[config.mk]
export PLATFORM = sky130hd
export DESIGN_NAME = reload_timer
export DESIGN_NICKNAME = d
export VERILOG_FILES = /design/src/shared/timer_pkg.sv /design/src/tick_source.sv /design/src/pin_driver.sv /design/src/reload_timer.sv
export SDC_FILE = /design/constraint.sdc
export NUM_CORES = 1
export LEC_CHECK = 0
export BUFFER_PORTS_ARGS = -buffer_cell sky130_fd_sc_hd__buf_2
export CORE_MARGIN = 2
export CORE_UTILIZATION = 38
export CTS_CLUSTER_SIZE = 12
export DETAILED_ROUTE_END_ITERATION = 8
export PLACE_DENSITY = 0.67
export SLEW_MARGIN = 20
export SYNTH_ARGS = -nofsm -noshare
export SYNTH_HDL_FRONTEND = slang
export SYNTH_SLANG_ARGS = --single-unit
[constraint.sdc]
create_clock -name aclk -period 2.8 [get_ports aclk]
set_clock_uncertainty 0.2 [all_clocks]
set_input_delay 0.56 -clock aclk [delete_from_list [all_inputs] [get_ports aclk]]
set_output_delay 0.56 -clock aclk [all_outputs]
set_load 0.02 [all_outputs]
[src/shared/timer_pkg.sv]
// Constants for the reload timer with watchdog and output pin.
// Assumes a single 40 MHz clock, instruction cycle equal to one clock.
//
// Notes on behaviour
// Mode register is four write-only bits, reset zero: reload select plus clock source.
// Software loads the counter from the load digits; it then counts one per tick.
// Tick at count 8'hff overflows: reload from load digits, or wrap to zero.
// Each overflow sets the sticky overflow flag until software clear or reset.
// With watchdog enabled an overflow requests a whole-chip reset.
// Software reloads the counter often enough that the watchdog never fires.
// Output mode register picks toggle, force low, force high or PWM; reset drives pin low.
// Toggle inverts on overflow; force low and force high drive that level on overflow.
// Software picks force low only while pin is high, force high only while low.
// PWM mode gives a variable-duty pulse set by mode and load value.
// A mode register write takes effect two cycles later; load only afterwards.
// Output mode register is three read/write bits, reset to zero.
// Low load digit is written first; writing it alone leaves the counter unchanged.
// Writing the high load digit loads the full eight-bit value into the counter.
// Reset clears the low load digit; the high digit is held invalid.
// Reading the high count digit latches the low digit for a later read.
// Software reads the high count digit before the low one for a coherent value.
// Eight-bit counter; load and count digits share two indexes, separate storage.
package timer_pkg;
	// ------------------------------------------------------------
	// Register indexes, byte address is four times the index.
	// ------------------------------------------------------------
	localparam logic [5:0] IDX_IRQ_STAT = 6'h02;
	localparam logic [5:0] IDX_MODE_CLK = 6'h0d;
	localparam logic [5:0] IDX_DIG_LOW  = 6'h0e;
	localparam logic [5:0] IDX_DIG_HIGH = 6'h0f;
	localparam logic [5:0] IDX_OUT_MODE = 6'h14;
	localparam logic [5:0] IDX_WDOG     = 6'h20;
	localparam logic [5:0] IDX_IRQ_CLR  = 6'h30;
	localparam logic [5:0] IDX_IRQ_EN   = 6'h31;
	// ------------------------------------------------------------
	// Field positions and reset values.
	// ------------------------------------------------------------
	localparam int         OVF_BIT      = 2;
	localparam int         WDOG_BIT     = 1;
	localparam int         RELOAD_BIT   = 3;
	localparam logic [3:0] MODE_CLK_RST = 4'h0;
	localparam logic [2:0] OUT_MODE_RST = 3'h0;
	localparam logic [3:0] DIG_LOW_RST  = 4'h0;
	localparam logic [7:0] COUNT_MAX    = 8'hff;
	localparam logic [2:0] CLK_EXT      = 3'h7;
	localparam logic [1:0] RESP_OKAY    = 2'h0;
	localparam logic [1:0] RESP_DECERR  = 2'h3;
	// ------------------------------------------------------------
	// Output modes.
	// ------------------------------------------------------------
	typedef enum logic [2:0] {
		OUT_PORT   = 3'b000,
		OUT_TOGGLE = 3'b001,
		OUT_FORCE0 = 3'b010,
		OUT_FORCE1 = 3'b011,
		OUT_PWM    = 3'b100
	} out_mode_t;
endpackage

[src/tick_source.sv]
// Input tick generator: prescaled clock or synchronised event pin.
// Assumes event_pin is asynchronous to aclk.
`timescale 1ns/1ps
module tick_source (
	input  wire logic       aclk,
	input  wire logic       aresetn,
	input  wire logic       ce,
	input  wire logic [2:0] clk_sel,
	input  wire logic       event_pin,
	output logic            tick
);
	logic [10:0] div_q;
	logic [2:0]  evt_q;
	logic        pre_hit;

	always_ff @(posedge aclk) begin
		if (!aresetn) begin
			div_q <= 11'h000;
		end else if (ce) begin
			div_q <= div_q + 11'h001;
		end
	end

	// Two flops synchronise the pin; the third only serves the edge test.
	always_ff @(posedge aclk) begin
		if (!aresetn) begin
			evt_q <= 3'h0;
		end else if (ce) begin
			evt_q <= {evt_q[1:0], event_pin};
		end
	end

	// Divider select decode.
	always_comb begin
		case (clk_sel)
			3'h0:    pre_hit = &div_q[10:0];
			3'h1:    pre_hit = &div_q[8:0];
			3'h2:    pre_hit = &div_q[6:0];
			3'h3:    pre_hit = &div_q[4:0];
			3'h4:    pre_hit = &div_q[2:0];
			3'h5:    pre_hit = &div_q[1:0];
			3'h6:    pre_hit = div_q[0];
			default: pre_hit = evt_q[2] & ~evt_q[1];
		endcase
	end

	assign tick = ce & pre_hit;
endmodule

[src/pin_driver.sv]
// Timer output pin logic for toggle, force and PWM modes.
// Assumes ovf is a one-cycle pulse already qualified by the clock enable.
`timescale 1ns/1ps
module pin_driver (
	input  wire logic       aclk,
	input  wire logic       aresetn,
	input  wire logic       ce,
	input  wire logic [2:0] mode,
	input  wire logic       ovf,
	input  wire logic [7:0] count,
	input  wire logic [7:0] load,
	output logic            pin_q,
	output logic            pin_owned
);
	always_ff @(posedge aclk) begin
		if (!aresetn) begin
			pin_q <= 1'b0;
		end else if (ce) begin
			case (mode)
				// Overflow driven levels.
				timer_pkg::OUT_TOGGLE: if (ovf) pin_q <= ~pin_q;
				timer_pkg::OUT_FORCE0: if (ovf) pin_q <= 1'b0;
				timer_pkg::OUT_FORCE1: if (ovf) pin_q <= 1'b1;
				// Duty set by load value.
				timer_pkg::OUT_PWM:    pin_q <= (count >= load);
				default:               pin_q <= pin_q;
			endcase
		end
	end

	// Pin handed to the timer.
	assign pin_owned = (mode != timer_pkg::OUT_PORT);

	property p_force_high;
		@(posedge aclk) disable iff (!aresetn)
		(ce && ovf && mode == timer_pkg::OUT_FORCE1) |=> pin_q;
	endproperty
	a_force_high: assert property (p_force_high) else $error("force high missed");

	property p_toggle;
		@(posedge aclk) disable iff (!aresetn)
		(ce && ovf && mode == timer_pkg::OUT_TOGGLE) |=> pin_q != $past(pin_q);
	endproperty
	a_toggle: assert property (p_toggle) else $error("toggle missed");
endmodule

[src/reload_timer.sv]
// Eight-bit reload timer with watchdog, output pin and interrupt.
// Assumes an AXI4-Lite master on aclk and an asynchronous event pin.
//
// Added by the designer: the AXI4-Lite slave port.
`timescale 1ns/1ps
module reload_timer (
	input  wire logic       aclk,
	input  wire logic       aresetn,
	input  wire logic       ce,
	input  wire logic [7:0] awaddr,
	input  wire logic       awvalid,
	output logic            awready,
	input  wire logic [31:0] wdata,
	input  wire logic [3:0] wstrb,
	input  wire logic       wvalid,
	output logic            wready,
	output logic [1:0]      bresp,
	output logic            bvalid,
	input  wire logic       bready,
	input  wire logic [7:0] araddr,
	input  wire logic       arvalid,
	output logic            arready,
	output logic [31:0]     rdata,
	output logic [1:0]      rresp,
	output logic            rvalid,
	input  wire logic       rready,
	input  wire logic       event_pin,
	output logic            timer_output_pin,
	output logic            timer_output_pin_oe,
	output logic            chip_reset_req,
	output logic            irq
);
	// ------------------------------------------------------------
	// Decode helpers.
	// ------------------------------------------------------------
	function automatic logic wr_mapped(input logic [5:0] idx);
		wr_mapped = (idx == timer_pkg::IDX_MODE_CLK) || (idx == timer_pkg::IDX_DIG_LOW) ||
			(idx == timer_pkg::IDX_DIG_HIGH) || (idx == timer_pkg::IDX_OUT_MODE) ||
			(idx == timer_pkg::IDX_WDOG) || (idx == timer_pkg::IDX_IRQ_CLR) ||
			(idx == timer_pkg::IDX_IRQ_EN);
	endfunction

	function automatic logic rd_mapped(input logic [5:0] idx);
		rd_mapped = (idx == timer_pkg::IDX_MODE_CLK) || (idx == timer_pkg::IDX_DIG_LOW) ||
			(idx == timer_pkg::IDX_DIG_HIGH) || (idx == timer_pkg::IDX_OUT_MODE) ||
			(idx == timer_pkg::IDX_WDOG) || (idx == timer_pkg::IDX_IRQ_STAT) ||
			(idx == timer_pkg::IDX_IRQ_EN) || (idx == timer_pkg::IDX_IRQ_CLR);
	endfunction

	logic [5:0]  aw_idx_q;
	logic        aw_have_q;
	logic [31:0] w_data_q;
	logic [3:0]  w_strb_q;
	logic        w_have_q;
	logic        do_wr;
	logic        wr_en;
	logic        do_rd;
	logic [5:0]  rd_idx;
	logic [31:0] rd_d;

	logic [3:0]  mode_pend_q;
	logic        mode_pend_vld_q;
	logic [3:0]  mode_clk_q;
	logic [2:0]  out_mode_q;
	logic [3:0]  dig_low_q;
	logic [3:0]  dig_high_q;
	// Eight-bit counter.
	logic [7:0]  count_q;
	logic [3:0]  low_latch_q;
	logic        wdog_en_q;
	logic [7:0]  irq_stat_q;
	logic [7:0]  irq_en_q;
	logic        tick;
	logic        ovf;
	logic        wr_low;
	logic        wr_high;
	logic        pin_q;
	logic        pin_owned;

	// ------------------------------------------------------------
	// AXI4-Lite write channel.
	// ------------------------------------------------------------
	assign awready = ce & ~aw_have_q & ~bvalid;
	assign wready  = ce & ~w_have_q & ~bvalid;
	assign do_wr   = ce & aw_have_q & w_have_q & ~bvalid;
	assign wr_en   = do_wr & w_strb_q[0] & wr_mapped(aw_idx_q);
	assign wr_low  = wr_en && (aw_idx_q == timer_pkg::IDX_DIG_LOW);
	assign wr_high = wr_en && (aw_idx_q == timer_pkg::IDX_DIG_HIGH);

	always_ff @(posedge aclk) begin
		if (!aresetn) begin
			aw_have_q <= 1'b0;
			aw_idx_q  <= 6'h00;
		end else if (awvalid && awready) begin
			aw_have_q <= 1'b1;
			aw_idx_q  <= awaddr[7:2];
		end else if (do_wr) begin
			aw_have_q <= 1'b0;
		end
	end

	always_ff @(posedge aclk) begin
		if (!aresetn) begin
			w_have_q <= 1'b0;
			w_data_q <= 32'h0000_0000;
			w_strb_q <= 4'h0;
		end else if (wvalid && wready) begin
			w_have_q <= 1'b1;
			w_data_q <= wdata;
			w_strb_q <= wstrb;
		end else if (do_wr) begin
			w_have_q <= 1'b0;
		end
	end

	always_ff @(posedge aclk) begin
		if (!aresetn) begin
			bvalid <= 1'b0;
			bresp  <= timer_pkg::RESP_OKAY;
		end else if (do_wr) begin
			bvalid <= 1'b1;
			bresp  <= wr_mapped(aw_idx_q) ? timer_pkg::RESP_OKAY : timer_pkg::RESP_DECERR;
		end else if (ce && bready) begin
			bvalid <= 1'b0;
		end
	end

	// ------------------------------------------------------------
	// AXI4-Lite read channel.
	// ------------------------------------------------------------
	assign arready = ce & ~rvalid;
	assign do_rd   = arvalid & arready;
	assign rd_idx  = araddr[7:2];

	always_comb begin
		rd_d = 32'h0000_0000;
		if (rd_idx == timer_pkg::IDX_DIG_HIGH) begin
			rd_d[3:0] = count_q[7:4];
		end else if (rd_idx == timer_pkg::IDX_DIG_LOW) begin
			rd_d[3:0] = low_latch_q;
		end else if (rd_idx == timer_pkg::IDX_OUT_MODE) begin
			rd_d[2:0] = out_mode_q;
		end else if (rd_idx == timer_pkg::IDX_WDOG) begin
			rd_d[timer_pkg::WDOG_BIT] = wdog_en_q;
		end else if (rd_idx == timer_pkg::IDX_IRQ_STAT) begin
			rd_d[7:0] = irq_stat_q;
		end else if (rd_idx == timer_pkg::IDX_IRQ_EN) begin
			rd_d[7:0] = irq_en_q;
		end
	end

	always_ff @(posedge aclk) begin
		if (!aresetn) begin
			rvalid <= 1'b0;
			rdata  <= 32'h0000_0000;
			rresp  <= timer_pkg::RESP_OKAY;
		end else if (do_rd) begin
			rvalid <= 1'b1;
			rdata  <= rd_d;
			rresp  <= rd_mapped(rd_idx) ? timer_pkg::RESP_OKAY : timer_pkg::RESP_DECERR;
		end else if (ce && rready) begin
			rvalid <= 1'b0;
		end
	end

	// Latch low digit on high read.
	always_ff @(posedge aclk) begin
		if (!aresetn) begin
			low_latch_q <= 4'h0;
		end else if (do_rd && rd_idx == timer_pkg::IDX_DIG_HIGH) begin
			low_latch_q <= count_q[3:0];
		end
	end

	// ------------------------------------------------------------
	// Control registers.
	// ------------------------------------------------------------
	// Delayed mode commit.
	// The staging flop keeps a new divider from cutting a tick in half mid-write.
	always_ff @(posedge aclk) begin
		if (!aresetn) begin
			mode_pend_q     <= timer_pkg::MODE_CLK_RST;
			mode_pend_vld_q <= 1'b0;
			mode_clk_q      <= timer_pkg::MODE_CLK_RST;
		end else if (ce) begin
			mode_pend_vld_q <= wr_en && (aw_idx_q == timer_pkg::IDX_MODE_CLK);
			if (wr_en && aw_idx_q == timer_pkg::IDX_MODE_CLK) begin
				mode_pend_q <= w_data_q[3:0];
			end
			// Mode register update.
			if (mode_pend_vld_q) begin
				mode_clk_q <= mode_pend_q;
			end
		end
	end

	// Output mode register.
	always_ff @(posedge aclk) begin
		if (!aresetn) begin
			out_mode_q <= timer_pkg::OUT_MODE_RST;
		end else if (wr_en && aw_idx_q == timer_pkg::IDX_OUT_MODE) begin
			out_mode_q <= w_data_q[2:0];
		end
	end

	always_ff @(posedge aclk) begin
		if (!aresetn) begin
			wdog_en_q <= 1'b0;
			irq_en_q  <= 8'h00;
		end else if (wr_en) begin
			if (aw_idx_q == timer_pkg::IDX_WDOG) begin
				wdog_en_q <= w_data_q[timer_pkg::WDOG_BIT];
			end
			if (aw_idx_q == timer_pkg::IDX_IRQ_EN) begin
				irq_en_q <= w_data_q[7:0];
			end
		end
	end

	// Load digit reset values.
	// The high digit has no meaningful reset value; zero only keeps simulation clean.
	always_ff @(posedge aclk) begin
		if (!aresetn) begin
			dig_low_q  <= timer_pkg::DIG_LOW_RST;
			dig_high_q <= 4'h0;
		end else begin
			// Low digit alone.
			if (wr_low) begin
				dig_low_q <= w_data_q[3:0];
			end
			if (wr_high) begin
				dig_high_q <= w_data_q[3:0];
			end
		end
	end

	// ------------------------------------------------------------
	// Counter.
	// ------------------------------------------------------------
	tick_source u_tick (
		.aclk      (aclk),
		.aresetn   (aresetn),
		.ce        (ce),
		.clk_sel   (mode_clk_q[2:0]),
		.event_pin (event_pin),
		.tick      (tick)
	);

	// Overflow at maximum count.
	assign ovf = tick && (count_q == timer_pkg::COUNT_MAX);

	always_ff @(posedge aclk) begin
		if (!aresetn) begin
			count_q <= 8'h00;
		end else if (wr_high) begin
			// High digit loads counter.
			count_q <= {w_data_q[3:0], dig_low_q};
		end else if (ovf) begin
			// Reload or wrap.
			count_q <= mode_clk_q[timer_pkg::RELOAD_BIT] ? {dig_high_q, dig_low_q} : 8'h00;
		end else if (tick) begin
			// Count one per tick.
			count_q <= count_q + 8'h01;
		end
	end

	// Watchdog reset request.
	always_ff @(posedge aclk) begin
		if (!aresetn) begin
			chip_reset_req <= 1'b0;
		end else if (ce) begin
			chip_reset_req <= ovf & wdog_en_q;
		end
	end

	// ------------------------------------------------------------
	// Interrupt.
	// ------------------------------------------------------------
	// Sticky overflow flag, set wins.
	always_ff @(posedge aclk) begin
		if (!aresetn) begin
			irq_stat_q <= 8'h00;
		end else begin
			if (wr_en && aw_idx_q == timer_pkg::IDX_IRQ_CLR) begin
				irq_stat_q <= irq_stat_q & ~w_data_q[7:0];
			end
			if (ovf) begin
				irq_stat_q[timer_pkg::OVF_BIT] <= 1'b1;
			end
		end
	end

	assign irq = |(irq_stat_q & irq_en_q);

	// ------------------------------------------------------------
	// Output pin.
	// ------------------------------------------------------------
	pin_driver u_pin (
		.aclk      (aclk),
		.aresetn   (aresetn),
		.ce        (ce),
		.mode      (out_mode_q),
		.ovf       (ovf),
		.count     (count_q),
		.load      ({dig_high_q, dig_low_q}),
		.pin_q     (pin_q),
		.pin_owned (pin_owned)
	);

	assign timer_output_pin    = pin_q;
	assign timer_output_pin_oe = pin_owned;

	// ------------------------------------------------------------
	// Checks.
	// ------------------------------------------------------------
	property p_count_step;
		@(posedge aclk) disable iff (!aresetn)
		(tick && !wr_high && count_q != timer_pkg::COUNT_MAX) |=> count_q == $past(count_q) + 8'h01;
	endproperty
	a_count_step: assert property (p_count_step) else $error("count did not step");

	property p_reload;
		@(posedge aclk) disable iff (!aresetn)
		(ovf && !wr_high && mode_clk_q[timer_pkg::RELOAD_BIT]) |=> count_q == $past({dig_high_q, dig_low_q});
	endproperty
	a_reload: assert property (p_reload) else $error("reload value wrong");

	property p_wrap;
		@(posedge aclk) disable iff (!aresetn)
		(ovf && !wr_high && !mode_clk_q[timer_pkg::RELOAD_BIT]) |=> count_q == 8'h00;
	endproperty
	a_wrap: assert property (p_wrap) else $error("free run did not wrap");

	property p_flag_set;
		@(posedge aclk) disable iff (!aresetn)
		ovf |=> irq_stat_q[timer_pkg::OVF_BIT];
	endproperty
	a_flag_set: assert property (p_flag_set) else $error("overflow flag not set");

	property p_wdog;
		@(posedge aclk) disable iff (!aresetn)
		(ovf && wdog_en_q) |=> chip_reset_req;
	endproperty
	a_wdog: assert property (p_wdog) else $error("watchdog reset missing");

	property p_mode_delay;
		@(posedge aclk) disable iff (!aresetn)
		(ce && wr_en && aw_idx_q == timer_pkg::IDX_MODE_CLK ##1 ce) |=> mode_clk_q == $past(w_data_q[3:0], 2);
	endproperty
	a_mode_delay: assert property (p_mode_delay) else $error("mode commit late");

	property p_low_only;
		@(posedge aclk) disable iff (!aresetn)
		(wr_low && !tick) |=> count_q == $past(count_q);
	endproperty
	a_low_only: assert property (p_low_only) else $error("low digit moved counter");

	property p_high_load;
		@(posedge aclk) disable iff (!aresetn)
		wr_high |=> count_q == {dig_high_q, dig_low_q};
	endproperty
	a_high_load: assert property (p_high_load) else $error("high digit load wrong");

	property p_latch;
		@(posedge aclk) disable iff (!aresetn)
		(do_rd && rd_idx == timer_pkg::IDX_DIG_HIGH) |=> low_latch_q == $past(count_q[3:0]);
	endproperty
	a_latch: assert property (p_latch) else $error("low digit not latched");
endmodule

* After elaboration in Yosys (flattened, before gate mapping) *
Cells that the tools add are included.

word-level totals
  register bits after elaboration = 96
  input bits = 61
  output and inout bits = 45
  logic and storage cells = 157

cells by class
  add/subtract/negate cells = 2
  $lt $le $gt $ge = 1
  equality and inequality tests = 29
  multiplexer cells = 31
  bitwise logic cells = 23
  reduce and logical (&&, ||, !) cells = 45

operators with widths
  cell                                                             count
  8-bit two-way mux                                                6
  6-bit by 4-bit == test with 1-bit output, second input constant  6
  6-bit == test, second input constant                             6
  8-bit bitwise AND                                                2
  4-bit two-way mux                                                4
  1-bit bitwise AND                                                14
  1-bit logical OR                                                 13
  1-bit two-way mux                                                13
  3-bit by 2-bit == test with 1-bit output, second input constant  4
  3-bit == test, second input constant                             4
  6-bit by 5-bit == test with 1-bit output, second input constant  2
  11-bit by 1-bit adder with 11-bit output, second input constant  1
  1-bit logical AND                                                11
  11-bit AND reduction                                             1
  2-bit AND reduction                                              5
  5-bit AND reduction                                              2
  2-bit nonzero test                                               5
  9-bit AND reduction                                              1
  8-bit by 1-bit adder with 8-bit output, second input constant    1
  8-bit == test, second input constant                             1
  8-bit >= comparator                                              1
  8-bit inverter                                                   1
  8-bit OR reduction                                               1
  1-bit one-hot mux with 7 select lines                            1
  other kinds (14)                                                 25

* Longest topological paths before layout *
Gate-level depths: netlist of run 1.

  word-level depth = 11
  mapped depth = 9
  mapped depth without buffers = 9

* By module *
Synthesis of run 1 repeated with hierarchy kept, for this count alone.

second synthesis, totals
  cell total of the unflattened synthesis = 555
  area total of the unflattened synthesis = 4,824.6 um2

modules (own cells, without submodules)
  module        instances  cells each  area an instance (um2)  sequential area each (um2)
  reload_timer  1          436         3,726.1                 1,581.5
  tick_source   1          79          794.5                   280.3
  pin_driver    1          40          304.0                   20.0

* Worst setup path before layout of run 1 *
Ideal clock, no wire load.

  kind = in2reg
  start point = input port ce
  end point = register count_q[1]
  setup time = 120 ps
  arrival = 2,005 ps
  data required time = 2,480 ps
  path slack = 476 ps
  stages on the path = 8
  buffers on the path = 3
  cell sequence = buf_2 -> and4b_1 -> clkbuf_1 -> and3_1 -> and3_1 -> buf_2 -> a22o_1 -> o31a_1

between the ends
  word-level cells in the longest chain between the ends = 7
  elaborated cells on any way between the ends = 11
  classes of those cells = 2 x mux; 6 x bitwise; 3 x reduce/logical

RTL lines
  what                                                                             RTL line             text
  from (decl)                                                                      reload_timer.sv:9    input wire logic ce,
  1-bit bitwise AND (3 in a row)                                                   reload_timer.sv:85   assign do_wr = ce & aw_have_q & w_have_q & ~bvalid;
  1-bit bitwise AND (2 in a row)                                                   reload_timer.sv:86   assign wr_en = do_wr & w_strb_q[0] & wr_mapped(aw_idx_q);
  1-bit logical AND                                                                reload_timer.sv:88   assign wr_high = wr_en && (aw_idx_q == timer_pkg::IDX_DIG_HIGH);
  3-bit nonzero test (no source line) / 8-bit two-way mux (equally long branches)  -
  to (signal assigned)                                                             reload_timer.sv:257  count_q <= {w_data_q[3:0], dig_low_q};
  to (signal assigned)                                                             reload_timer.sv:260  count_q <= mode_clk_q[timer_pkg::RELOAD_BIT] ? {dig_high_q, dig_low_q} : 8'h00;
  to (signal assigned)                                                             reload_timer.sv:263  count_q <= count_q + 8'h01;
  to (decl)                                                                        reload_timer.sv:68   logic [7:0] count_q;

Parallel ways exist; a longest one is shown, timed or not.
A chain may end at the register's enable or synchronous reset.

* Worst setup path in the final report of run 1 *
  start point = register u_tick.div_q[0]
  end point = register count_q[2]

between the ends
  word-level cells in the longest chain between the ends = 6
  elaborated cells on any way between the ends = 12
  classes of those cells = 3 x mux; 1 x bitwise; 8 x reduce/logical

RTL lines
  what                                          RTL line             text
  from (decl)                                   tick_source.sv:12    logic [10:0] div_q;
  from (signal assigned)                        tick_source.sv:20    div_q <= div_q + 11'h001;
  11-bit AND reduction (tied with other cells)  tick_source.sv:36    3'h0: pre_hit = &div_q[10:0];
  1-bit one-hot mux with 7 select lines *       tick_source.sv:35    case (clk_sel)
  1-bit bitwise AND *                           tick_source.sv:47    assign tick = ce & pre_hit;
  1-bit logical AND                             reload_timer.sv:250  assign ovf = tick && (count_q == timer_pkg::COUNT_MAX);
  8-bit two-way mux                             reload_timer.sv:258  end else if (ovf) begin
  8-bit two-way mux                             reload_timer.sv:255  end else if (wr_high) begin

Mark *: on every way between the ends. The rest lies on a longest branch, timed or not.

==> results_tabular.tex, run 1 <==
\begin{tabular}{lr}
\hline
Metric & Value \\
\hline
\multicolumn{2}{l}{\textbf{Outcome}} \\
Result of the run & completed \\
\multicolumn{2}{l}{\textbf{Synth}} \\
Syn Area/Cell & 8.507 µm² \\
Yosys cell types & 59 \\
Cells after Synth & approximately 580 \\
Number of enable-type register cells in the synthesized netlist & 0 \\
Cells taking the most area after synthesis & sky130\_fd\_sc\_hd\_\_dfxtp\_1 38\%, sky130\_fd\_sc\_hd\_\_mux2i\_1 7.1\%, sky130\_fd\_sc\_hd\_\_nand2\_1 6.6\% \\
Area leader, netlist & sky130\_fd\_sc\_hd\_\_dfxtp\_1 \\
Seq cells post-synth & 94 \\
Seq/Total Area, Yosys & between 30\% and 40\% \\
Total standard cell area after synthesis & between 0.004 and 0.005 mm² \\
Area share of the leading cell type in the synthesized netlist & a little under two fifths \\
Yosys warnings & 0 \\
Commonest register cell after synthesis & sky130\_fd\_sc\_hd\_\_dfxtp\_1 \\
Async set or reset register ratio after synthesis & 0\% \\
\multicolumn{2}{l}{\textbf{GRT}} \\
Total routing usage reported by global routing & 16.19\% \\
Antenna violations before repair & 0 \\
Wire length of the first global-routing pass & 18600 µm \\
Leftover overflow at the end of global routing & 0 \\
Number of global-route vias before repair & between 3000 and 4000 \\
Maximum number of pins on one net before global-route repair & a little over 60 \\
\multicolumn{2}{l}{\textbf{Critical path}} \\
Crit path max fanout & 6 \\
Register-to-register setup slack & 0.36 ns \\
CP Buf/Inv Count & 0 \\
R2R Path End & count\_q[2] \\
Crit path arrival time & between 2 and 2.5 ns \\
Slowest cell on crit path & sky130\_fd\_sc\_hd\_\_dfxtp\_1 \\
Beginning of the worst register-to-register path & u\_tick.div\_q[0] \\
Required time of the critical path & 2.83 ns \\
Crit start category & register \\
CP endpoint kind & register \\
Cell family with most CP delay & compound AO/OA/AOI/OAI gates \\
Setup CP Type & reg -> reg \\
Worst path cell trace & ha\_1 > nand2\_1 > nor3\_1 > ha\_1 > a21oi\_1 > o2bb2ai\_1 > o21a\_2 > a21oi\_1 > o31a\_1 \\
Depth of the worst register-to-register path & 9 \\
Maximum single-stage delay on the critical path & between 0.3 and 0.4 ns \\
\multicolumn{2}{l}{\textbf{Placement}} \\
Routability Congestion & around 0.84 \\
Number of port buffers & 50 \\
Half-perimeter wire length of the detailed placement result & about 7900 µm \\
\multicolumn{2}{l}{\textbf{Detailed routing}} \\
Residual DRC count & 0 \\
Wire per inst & between 10 and 15 µm \\
DRT iter0 DRCs & around 250 \\
Length of the first detailed-routing pass in iterations & 5 \\
Detail-routed via count per cell & around 5.2 \\
Vias after detailed routing & 4111 \\
DRT Wirelength & around 11000 µm \\
Post-detailed-route count of antenna-violating nets & 0 \\
\multicolumn{2}{l}{\textbf{CTS}} \\
Clk root buf & sky130\_fd\_sc\_hd\_\_clkbuf\_16 \\
Largest buffer count on any clock path & 2 \\
Resize count post-CTS & 0 \\
Number of hold buffers added after CTS & 0 \\
Worst-skew pair later-pin latency & $\sim$0.34 ns \\
Clock slew at the register clock pins of the worst setup and hold paths & 0.07 ns \\
Clock tree from TritonCTS & done \\
CTS H-Tree Depth & 3 \\
Clock Sinks & 94 \\
CTS buffer count & 9 \\
Post-CTS repair timing setup buffer count & 0 \\
\multicolumn{2}{l}{\textbf{Finish}} \\
Relative area change from synthesis to final layout & 12.24\% \\
\# fillers & about 1200 \\
Commonest cells after routing, fill and taps aside & 94 x sky130\_fd\_sc\_hd\_\_dfxtp\_1, 86 x sky130\_fd\_sc\_hd\_\_nand2\_1, 50 x sky130\_fd\_sc\_hd\_\_buf\_2, 42 x sky130\_fd\_sc\_hd\_\_nor2b\_1, 35 x sky130\_fd\_sc\_hd\_\_mux2i\_1 \\
Share of final-layout standard cells stronger than drive strength 1 & approximately 13\% \\
Leading cell type in the layout, fill and taps excluded & sky130\_fd\_sc\_hd\_\_dfxtp\_1 \\
Final net count & a little under 700 \\
Antenna cells & 0 \\
\multicolumn{2}{l}{\textbf{Floorplanning}} \\
Standard-cell rows & 41 \\
IO Pins & roughly 110 \\
Die height & roughly 120 µm \\
Horizontal die dimension & 117.8 µm \\
Initial standard-cell utilization of the core & between 30\% and 40\% \\
Area enclosed by the die boundary & roughly 0.014 mm² \\
Floorplan core area & about 0.013 mm² \\
\multicolumn{2}{l}{\textbf{Timing}} \\
Unrepaired setup endpoints after global routing & no \\
Total negative slack for setup checks & 0 ns \\
Worst slew margin relative to its limit & 57.14\% \\
Final critical-path required period & approximately 2.4 ns \\
Maximum frequency from static timing analysis & 409.3 MHz \\
Total count of max-transition violations in the final report & 0 \\
Final setup viols & 0 \\
Worst hold slack across all endpoints & $\sim$0.25 ns \\
Hold Fails Final Rpt & 0 \\
Final period util & around 87\% \\
Transition time at the pin with the least slew margin & around 0.64 ns \\
\multicolumn{2}{l}{\textbf{Hold path}} \\
Hold Crit Class & reg -> reg \\
Worst hold path depth & 1 \\
Worst min-delay path startpoint & w\_data\_q[6] \\
Endpoint of the worst hold-timing path & irq\_stat\_q[6] \\
\multicolumn{2}{l}{\textbf{Pwr}} \\
Peak ir drop on the vdd network & around 0.34 mV \\
Switching part of the total power & between 20\% and 30\% \\
Part of the total power dissipated in sequential elements & about half \\
Comb pwr share & around 7.3\% \\
Leakage power & between 2 and 2.5 nW \\
Psw & around 0.00072 W \\
Power per cell area & just over 500 mW/mm² \\
Internal power & $\sim$0.0021 W \\
Clock share of power & 44.3\% \\
\multicolumn{2}{l}{\textbf{Job}} \\
Max-cap violations & 0 \\
\hline
\end{tabular}
==> cell type report <==
cell class	instances	area, µm²	area share (%)
multi-input cells	435	2746	49.76
flip-flops and latches	94	1882	34.10
repair buffers	57	315.3	5.713
clock buffers	9	225.2	4.081
well taps	172	215.2	3.899
clock inverters	7	86.33	1.564
inverters	13	48.80	0.8842
==> stage by stage <==
stage | instances | worst slack [ns] | instance area, µm² | utilization [%] | power, W
3_5_place_dp | 771 | 0.3081 | 5207 | 41.27 | 0.001628
5_1_grt | 787 | 0.09992 | 5519 | 43.73 | 0.002987
4_1_cts | 787 | 0.3328 | 5519 | 43.73 | 0.002892
3_3_place_gp | 771 | 0.3281 | 5207 | 41.27 | 0.001622
6_report | 787 | 0.3566 | 5519 | 43.73 | 0.002866
2_1_floorplan | 601 | 0.4756 | 5004 | - | 0.001587
==> worst reg2reg max path, stage by stage (launching register included) <==
cell	delay (ns)
sky130_fd_sc_hd__dfxtp_1	0.39
sky130_fd_sc_hd__ha_1	0.26
sky130_fd_sc_hd__nand2_1	0.10
sky130_fd_sc_hd__nor3_1	0.14
sky130_fd_sc_hd__ha_1	0.17
sky130_fd_sc_hd__a21oi_1	0.06
sky130_fd_sc_hd__o2bb2ai_1	0.32
sky130_fd_sc_hd__o21a_2	0.28
sky130_fd_sc_hd__a21oi_1	0.10
sky130_fd_sc_hd__o31a_1	0.31
==> cell usage after synthesis (all sizes together), types with 3 or more instances <==
master and n:
nor2b 42, nand4 13, a21oi 20, xor2 5
xnor2 4, and2 9, o21ai 22, ha 13
or3 4, and3 6, a22oi 8, nand2b 5
a221oi 4, nor3 4, a21boi 31, a211oi 3
and4 3, o211ai 4, a31oi 6, nor2 21
o31ai 4, nand2 86, clkbuf 27, nor3b 5
inv 13, dfxtp 94, nand3 26, buf 32
o21a 3, mux2i 35
==> layer usage <==
layer	share of wire [%]	global-route usage, %
met1	47	22.32
met2	47	25.58
met3	4.5	2.665
met4	1.8	5.723
met5	0	0
==> flip-flops by register name, indices dropped and copies added (netlist names), 6 cells and up <==
name / count
u_tick.div_q: 11
count_q: 8
irq_en_q: 8
irq_stat_q: 8
rdata: 8
w_data_q: 8
aw_idx_q: 6
==> worst max-delay path by stage <==
| stage | start | to | slack [ns] | cells past startpoint |
|---|---|---|---|---|
| after floorplan | ce | count_q[1] | 0.48 | 8 |
| after global placement | ce | count_q[1] | 0.33 | 7 |
| after detailed placement | ce | count_q[1] | 0.31 | 7 |
| after CTS | u_tick.div_q[0] | count_q[2] | 0.33 | 9 |
| after global routing | u_tick.div_q[0] | u_pin.pin_q | 0.1 | 9 |
| final | u_tick.div_q[0] | count_q[2] | 0.36 | 9 |
==> power by group through the flow <==
| stage | registers (W) | clock network (W) | logic, W |
|---|---|---|---|
| global route | 0.00139 | 0.00136 | 0.000231 |
| CTS | 0.00139 | 0.00129 | 0.000210 |
| floorplan | 0.00142 | 0 | 0.000172 |
| global placement | 0.00142 | 0 | 0.000205 |
| finish | 0.00139 | 0.00127 | 0.000209 |
| detailed placement | 0.00142 | 0 | 0.000210 |
==> kinds of logic (layout without fill, tap and decap cells) <==
kind of cell,after synthesis,in the layout,share of synthesized area [%]
compound gates,119,119,17.23
xor+xnor,9,9,1.603
fa+ha+maj,13,13,3.308
buf+inv,72,86,7.633
flops,94,94,38.27
mux,36,36,7.354
other cells,1,24,0.07626
simple gates,234,234,24.53
(Power assumes the default switching activity.)
==> run 2: changes to the inputs <==
--- a/config.mk
+++ b/config.mk
@@ -7,10 +7,10 @@
 export LEC_CHECK = 0
 export BUFFER_PORTS_ARGS = -buffer_cell sky130_fd_sc_hd__buf_2
 export CORE_MARGIN = 2
-export CORE_UTILIZATION = 38
+export CORE_UTILIZATION = 55
 export CTS_CLUSTER_SIZE = 12
 export DETAILED_ROUTE_END_ITERATION = 8
-export PLACE_DENSITY = 0.67
+export PLACE_DENSITY = 0.88
 export SLEW_MARGIN = 20
 export SYNTH_ARGS = -nofsm -noshare
 export SYNTH_HDL_FRONTEND = slang
==> results_tabular.tex, run 2 (same netlist as run 1, synthesis figures left out) <==
\begin{tabular}{lr}
\hline
Metric & Value \\
\hline
\multicolumn{2}{l}{\textbf{Outcome}} \\
Result of the run & completed \\
\multicolumn{2}{l}{\textbf{Critical path}} \\
Crit path arrival time & 2.52 ns (+0.04 ns) \\
CP endpoint kind & register \\
Crit start category & register \\
Worst path cell trace & ha\_1 > nand2\_1 > nor3\_1 > ha\_1 > a21oi\_1 > o2bb2ai\_1 > o21a\_2 > a21oi\_1 > o31a\_1 \\
Crit path max fanout & 6 (unchanged) \\
Cell family with most CP delay & compound AO/OA/AOI/OAI gates \\
CP Buf/Inv Count & 0 (unchanged) \\
Slowest cell on crit path & sky130\_fd\_sc\_hd\_\_dfxtp\_1 \\
Maximum single-stage delay on the critical path & 0.40 ns (about the same) \\
Setup CP Type & reg -> reg \\
Required time of the critical path & 2.87 ns (+0.04 ns) \\
\multicolumn{2}{l}{\textbf{Timing}} \\
Final Worst Setup Slack & 0.3509 ns (-0.005682 ns) \\
Unrepaired setup endpoints after global routing & no \\
Final critical-path required period & 2.449 ns (+0.005682 ns) \\
Hold Fails Final Rpt & 0 (unchanged) \\
Total negative slack for setup checks & 0 ns (unchanged) \\
Final setup viols & 0 (unchanged) \\
Transition time at the pin with the least slew margin & 0.5648 ns (-0.07214 ns) \\
Worst slew margin relative to its limit & 62.21\% (+5.1 points) \\
Total count of max-transition violations in the final report & 0 (unchanged) \\
Maximum frequency from static timing analysis & 408.3 MHz (-0.23\%) \\
Final period util & 87.47\% (+0.20 points) \\
\multicolumn{2}{l}{\textbf{Pwr}} \\
Peak ir drop on the vdd network & 0.3191 mV (-5.2\%) \\
Power per cell area & 468.2 mW/mm² (-9.8\%) \\
Leakage power & 2.017 nW (-2.2\%) \\
\multicolumn{2}{l}{\textbf{CTS}} \\
CTS H-Tree Depth & 3 (unchanged) \\
Clock slew at the register clock pins of the worst setup and hold paths & 0.11 ns (+0.04 ns) \\
Post-CTS repair timing setup buffer count & 0 (unchanged) \\
Number of hold buffers added after CTS & 0 (unchanged) \\
CTS buffer count & 9 (unchanged) \\
Clock tree from TritonCTS & done \\
Resize count post-CTS & 0 (unchanged) \\
Clock Sinks & 94 (unchanged) \\
Clk root buf & sky130\_fd\_sc\_hd\_\_clkbuf\_8 \\
Worst-skew pair later-pin latency & 0.37 ns (+0.03 ns) \\
Largest buffer count on any clock path & 2 (unchanged) \\
\multicolumn{2}{l}{\textbf{Detailed routing}} \\
Residual DRC count & 0 (unchanged) \\
Vias after detailed routing & 4197 (+2.1\%) \\
Post-detailed-route count of antenna-violating nets & 0 (unchanged) \\
Wire per inst & 14.86 µm (+5.6\%) \\
DRT Wirelength & 10780 µm (-2.7\%) \\
Detail-routed via count per cell & 5.789 (+11\%) \\
DRT iter0 DRCs & 317 (+25\%) \\
Length of the first detailed-routing pass in iterations & 5 (unchanged) \\
\multicolumn{2}{l}{\textbf{Floorplanning}} \\
Initial standard-cell utilization of the core & 56.66\% (+18 points) \\
IO Pins & 106 (unchanged) \\
Horizontal die dimension & 98.56 µm (-16\%) \\
Die height & 98.56 µm (-16\%) \\
Floorplan core area & 0.008678 mm² (-31\%) \\
Standard-cell rows & 34 (-17\%) \\
Area enclosed by the die boundary & 0.009713 mm² (-30\%) \\
\multicolumn{2}{l}{\textbf{GRT}} \\
Antenna violations before repair & 0 (unchanged) \\
Total routing usage reported by global routing & 21.87\% (+5.7 points) \\
Maximum number of pins on one net before global-route repair & 65 (+4.8\%) \\
Wire length of the first global-routing pass & 17440 µm (-6.2\%) \\
Number of global-route vias before repair & 3689 (-2.8\%) \\
Leftover overflow at the end of global routing & 0 (unchanged) \\
\multicolumn{2}{l}{\textbf{Placement}} \\
Number of port buffers & 50 (unchanged) \\
Routability Congestion & 0.8644 (+2.6\%) \\
Worst slack at placement & 0.3582 ns (+0.05012 ns) \\
Half-perimeter wire length of the detailed placement result & 7675 µm (-3.2\%) \\
Post-placement cell count & 709 (-8.0\%) \\
\multicolumn{2}{l}{\textbf{Finish}} \\
Final net count & 686 (+0.29\%) \\
Leading cell type in the layout, fill and taps excluded & sky130\_fd\_sc\_hd\_\_dfxtp\_1 \\
Max reg flops & 11 (unchanged) \\
Share of final-layout standard cells stronger than drive strength 1 & 13.78\% (+0.28 points) \\
Relative area change from synthesis to final layout & 8.473\% \\
Cell Count, Final, Fillers Out & 725 (-7.9\%) \\
Antenna cells & 0 (unchanged) \\
Commonest cells after routing, fill and taps aside & 94 x sky130\_fd\_sc\_hd\_\_dfxtp\_1, 86 x sky130\_fd\_sc\_hd\_\_nand2\_1, 50 x sky130\_fd\_sc\_hd\_\_buf\_2, 42 x sky130\_fd\_sc\_hd\_\_nor2b\_1, 35 x sky130\_fd\_sc\_hd\_\_mux2i\_1 \\
Largest register by flop count & u\_tick.div\_q \\
\multicolumn{2}{l}{\textbf{Job}} \\
Max-cap violations & 0 (unchanged) \\
\multicolumn{2}{l}{\textbf{Hold path}} \\
Hold Crit Class & in -> reg \\
\hline
\end{tabular}
## run 2: cell types whose count changed in the layout (fill, tap and decap cells not counted), sizes merged
cell,delta
inv,-1
bufinv,-1
clkinv,+2
buf,+2
## run 2: worst min-delay path: cells and delay by family
kind            cells  cell delay [ns]
simple gates        1             0.04
buf+inv             1             0.10
compound gates      1             0.06
## run 2: layout make-up
class / count / area, µm²
inverters: 13 / 48.80
clock buffers: 9 / 123.9
repair buffers: 59 / 317.8
flip-flops and latches: 94 / 1882
fillers: 725 / 3344
clock inverters: 7 / 80.08
well taps: 108 / 135.1
multi-input cells: 435 / 2746
## run 2: per-layer routing
metal  GRT usage [%]  share of wire, %
met1           29.37                44
met3           3.759               5.9
met5               0                 0
met4           8.641               1.9
met2           35.22                48
## run 2: path summary, 6_finish.rpt
kind	endpoint	slack (ns)	depth (start not counted)	start
worst max-delay path	count_q[2]	0.35	9	u_tick.div_q[0]
worst max register to register	count_q[2]	0.35	9	u_tick.div_q[0]
worst min register to register	irq_stat_q[1]	0.26	2	irq_stat_q[1]
worst min-delay path	w_data_q[2]	0.23	3	wdata[2]
## run 2: metrics by stage
stage	utilization, %	hold WS [ns]	cell area [µm²]	total power, W
floorplan	-	0.2243	5004	0.001587
global placement	59.11	0.2361	5130	0.001617
detailed placement	59.11	0.2401	5130	0.001625
CTS	61.46	0.2158	5334	0.002508
global route	61.46	0.2264	5334	0.002597
finish	61.46	0.2259	5334	0.002497
## run 2: power breakdown
| group | leakage [nW] | switching, W | total [W] | internal (W) |
|---|---|---|---|---|
| Sequential | 0.761 | 0.0000270 | 0.00139 | 0.00136 |
| Clock | 0.0994 | 0.000545 | 0.000900 | 0.000355 |
| Combinational | 1.16 | 0.000134 | 0.000210 | 0.0000758 |
==> run 3: changes to the inputs <==
--- a/config.mk
+++ b/config.mk
@@ -11,6 +11,7 @@
 export CTS_CLUSTER_SIZE = 12
 export DETAILED_ROUTE_END_ITERATION = 8
 export PLACE_DENSITY = 0.88
+export RECOVER_POWER = 25
 export SLEW_MARGIN = 20
 export SYNTH_ARGS = -nofsm -noshare
 export SYNTH_HDL_FRONTEND = slang
==> results_tabular.tex, run 3 (same netlist as run 1, synthesis figures left out) <==
\begin{tabular}{lr}
\hline
Metric & Value \\
\hline
\multicolumn{2}{l}{\textbf{Outcome}} \\
Result of the run & completed \\
\multicolumn{2}{l}{\textbf{Timing}} \\
Final setup viols & 0 (unchanged) \\
Worst slew margin relative to its limit & 64.23\% (+2.0 points) \\
Hold Fails Final Rpt & 0 (unchanged) \\
Unrepaired setup endpoints after global routing & no \\
Maximum frequency from static timing analysis & 408.0 MHz (about the same) \\
Total count of max-transition violations in the final report & 0 (unchanged) \\
Final period util & 87.53\% (about the same) \\
Total negative slack for setup checks & 0 ns (unchanged) \\
Final Worst Setup Slack & 0.3493 ns (-0.001647 ns) \\
Transition time at the pin with the least slew margin & 0.5345 ns (-0.03028 ns) \\
Final critical-path required period & 2.451 ns (+0.001647 ns) \\
\multicolumn{2}{l}{\textbf{Critical path}} \\
Required time of the critical path & 2.88 ns (about the same) \\
Worst setup endpoint & count\_q[2] \\
Crit path arrival time & 2.53 ns (about the same) \\
R2R Path End & count\_q[2] \\
Worst setup path startpoint & u\_tick.div\_q[0] \\
Crit start category & register \\
CP endpoint kind & register \\
Crit path max fanout & 6 (unchanged) \\
Beginning of the worst register-to-register path & u\_tick.div\_q[0] \\
Depth of the worst register-to-register path & 9 (unchanged) \\
Setup CP Type & reg -> reg \\
Register-to-register setup slack & 0.35 ns (about the same) \\
\multicolumn{2}{l}{\textbf{CTS}} \\
Resize count post-CTS & 0 (unchanged) \\
CTS H-Tree Depth & 3 (unchanged) \\
Worst-skew pair later-pin latency & 0.38 ns (about the same) \\
Clock Sinks & 94 (unchanged) \\
CTS buffer count & 9 (unchanged) \\
Clock slew at the register clock pins of the worst setup and hold paths & 0.11 ns (about the same) \\
Clock tree from TritonCTS & done \\
Largest buffer count on any clock path & 2 (unchanged) \\
Number of hold buffers added after CTS & 0 (unchanged) \\
Post-CTS repair timing setup buffer count & 0 (unchanged) \\
Clk root buf & sky130\_fd\_sc\_hd\_\_clkbuf\_8 \\
\multicolumn{2}{l}{\textbf{Finish}} \\
Largest register by flop count & u\_tick.div\_q \\
FF/Latch Area & 0.001882 mm² (unchanged) \\
Share of final-layout standard cells stronger than drive strength 1 & 11.99\% (-1.8 points) \\
Relative area change from synthesis to final layout & 8.092\% \\
Max reg flops & 11 (unchanged) \\
\# fillers & 729 (+0.55\%) \\
Total non-filler cell area in the finished layout & 0.005315 mm² (-0.35\%) \\
Antenna cells & 0 (unchanged) \\
Leading cell type in the layout, fill and taps excluded & sky130\_fd\_sc\_hd\_\_dfxtp\_1 \\
Core occupancy in the finished layout & 61.25\% (-0.22 points) \\
Final net count & 686 (unchanged) \\
Combined area of the multi-input logic cells & 0.002746 mm² (unchanged) \\
Commonest cells after routing, fill and taps aside & 94 x sky130\_fd\_sc\_hd\_\_dfxtp\_1, 86 x sky130\_fd\_sc\_hd\_\_nand2\_1, 42 x sky130\_fd\_sc\_hd\_\_nor2b\_1, 41 x sky130\_fd\_sc\_hd\_\_buf\_2, 35 x sky130\_fd\_sc\_hd\_\_mux2i\_1 \\
\multicolumn{2}{l}{\textbf{Floorplanning}} \\
Area enclosed by the die boundary & 0.009713 mm² (unchanged) \\
Standard-cell rows & 34 (unchanged) \\
Die height & 98.56 µm (unchanged) \\
Floorplan core area & 0.008678 mm² (unchanged) \\
Horizontal die dimension & 98.56 µm (unchanged) \\
IO Pins & 106 (unchanged) \\
Initial standard-cell utilization of the core & 56.66\% (unchanged) \\
\multicolumn{2}{l}{\textbf{Job}} \\
Max-cap violations & 0 (unchanged) \\
\multicolumn{2}{l}{\textbf{Detailed routing}} \\
Post-detailed-route count of antenna-violating nets & 0 (unchanged) \\
Vias after detailed routing & 4155 (-1.0\%) \\
DRT Wirelength & 10750 µm (-0.20\%) \\
Detail-routed via count per cell & 5.731 (-1.0\%) \\
Wire per inst & 14.83 µm (-0.20\%) \\
Length of the first detailed-routing pass in iterations & 7 (+2) \\
DRT iter0 DRCs & 436 (+38\%) \\
Residual DRC count & 0 (unchanged) \\
\multicolumn{2}{l}{\textbf{GRT}} \\
Antenna violations before repair & 0 (unchanged) \\
Wire length of the first global-routing pass & 17440 µm (unchanged) \\
Maximum number of pins on one net before global-route repair & 65 (unchanged) \\
Total routing usage reported by global routing & 21.87\% (unchanged) \\
Leftover overflow at the end of global routing & 0 (unchanged) \\
Number of global-route vias before repair & 3689 (unchanged) \\
\multicolumn{2}{l}{\textbf{Hold path}} \\
Hold Crit Class & in -> reg \\
\multicolumn{2}{l}{\textbf{Placement}} \\
Half-perimeter wire length of the detailed placement result & 7675 µm (unchanged) \\
Number of port buffers & 50 (unchanged) \\
Worst slack at placement & 0.3582 ns (unchanged) \\
Placed inst area & 0.005130 mm² (unchanged) \\
Routability Congestion & 0.8644 (unchanged) \\
\multicolumn{2}{l}{\textbf{Pwr}} \\
Leakage power & 1.969 nW (-2.4\%) \\
Power per cell area & 469.9 mW/mm² (+0.36\%) \\
Peak ir drop on the vdd network & 0.3184 mV (-0.23\%) \\
\hline
\end{tabular}
run 3: layout make-up:
type	instances	area share, %
clock buffers	9	2.331
clock inverters	7	1.507
inverters	13	0.9181
multi-input cells	435	51.67
flip-flops and latches	94	35.40
well taps	108	2.542
repair buffers	59	5.626
run 3: how the worst min path moves through the flow:
stage,from,to,slack (ns),cells after the start
6_report,wdata[2],w_data_q[2],0.22,3
4_1_cts,wdata[2],w_data_q[2],0.22,3
3_3_place_gp,irq_stat_q[4],irq_stat_q[4],0.24,2
5_1_grt,wdata[1],w_data_q[1],0.23,3
2_1_floorplan,w_data_q[5],irq_stat_q[5],0.22,1
3_5_place_dp,irq_stat_q[4],irq_stat_q[4],0.24,2
run 3: worst max-delay path, stage by stage, from the launching register on:
cell and delay, ns:
sky130_fd_sc_hd__dfxtp_1 0.40, sky130_fd_sc_hd__ha_1 0.28, sky130_fd_sc_hd__nand2_1 0.10, sky130_fd_sc_hd__nor3_1 0.15, sky130_fd_sc_hd__ha_1 0.18, sky130_fd_sc_hd__a21oi_1 0.06
sky130_fd_sc_hd__o2bb2ai_1 0.32, sky130_fd_sc_hd__o21a_2 0.27, sky130_fd_sc_hd__a21oi_1 0.09, sky130_fd_sc_hd__o31a_1 0.30
run 3: report_power, final:
| group | leakage [nW] | switching (W) | internal [W] | total (W) |
|---|---|---|---|---|
| sequential | 0.761 | 0.0000267 | 0.00136 | 0.00139 |
| combinational | 1.11 | 0.000134 | 0.0000741 | 0.000208 |
| clock | 0.0994 | 0.000548 | 0.000354 | 0.000902 |
run 3: stage by stage:
step / power [W] / cells / hold WS (ns)
2_1_floorplan: 0.001587 / 601 / 0.2243
3_3_place_gp: 0.001617 / 709 / 0.2361
3_5_place_dp: 0.001625 / 709 / 0.2401
4_1_cts: 0.002508 / 725 / 0.2158
5_1_grt: 0.002595 / 725 / 0.2264
6_report: 0.002497 / 725 / 0.2217
run 3: layer usage:
layer  track usage (%)  routed length, µm
met1             29.37               4795
met5                 0                  0
met4             8.641                193
met3             3.759                554
met2             35.22               5212
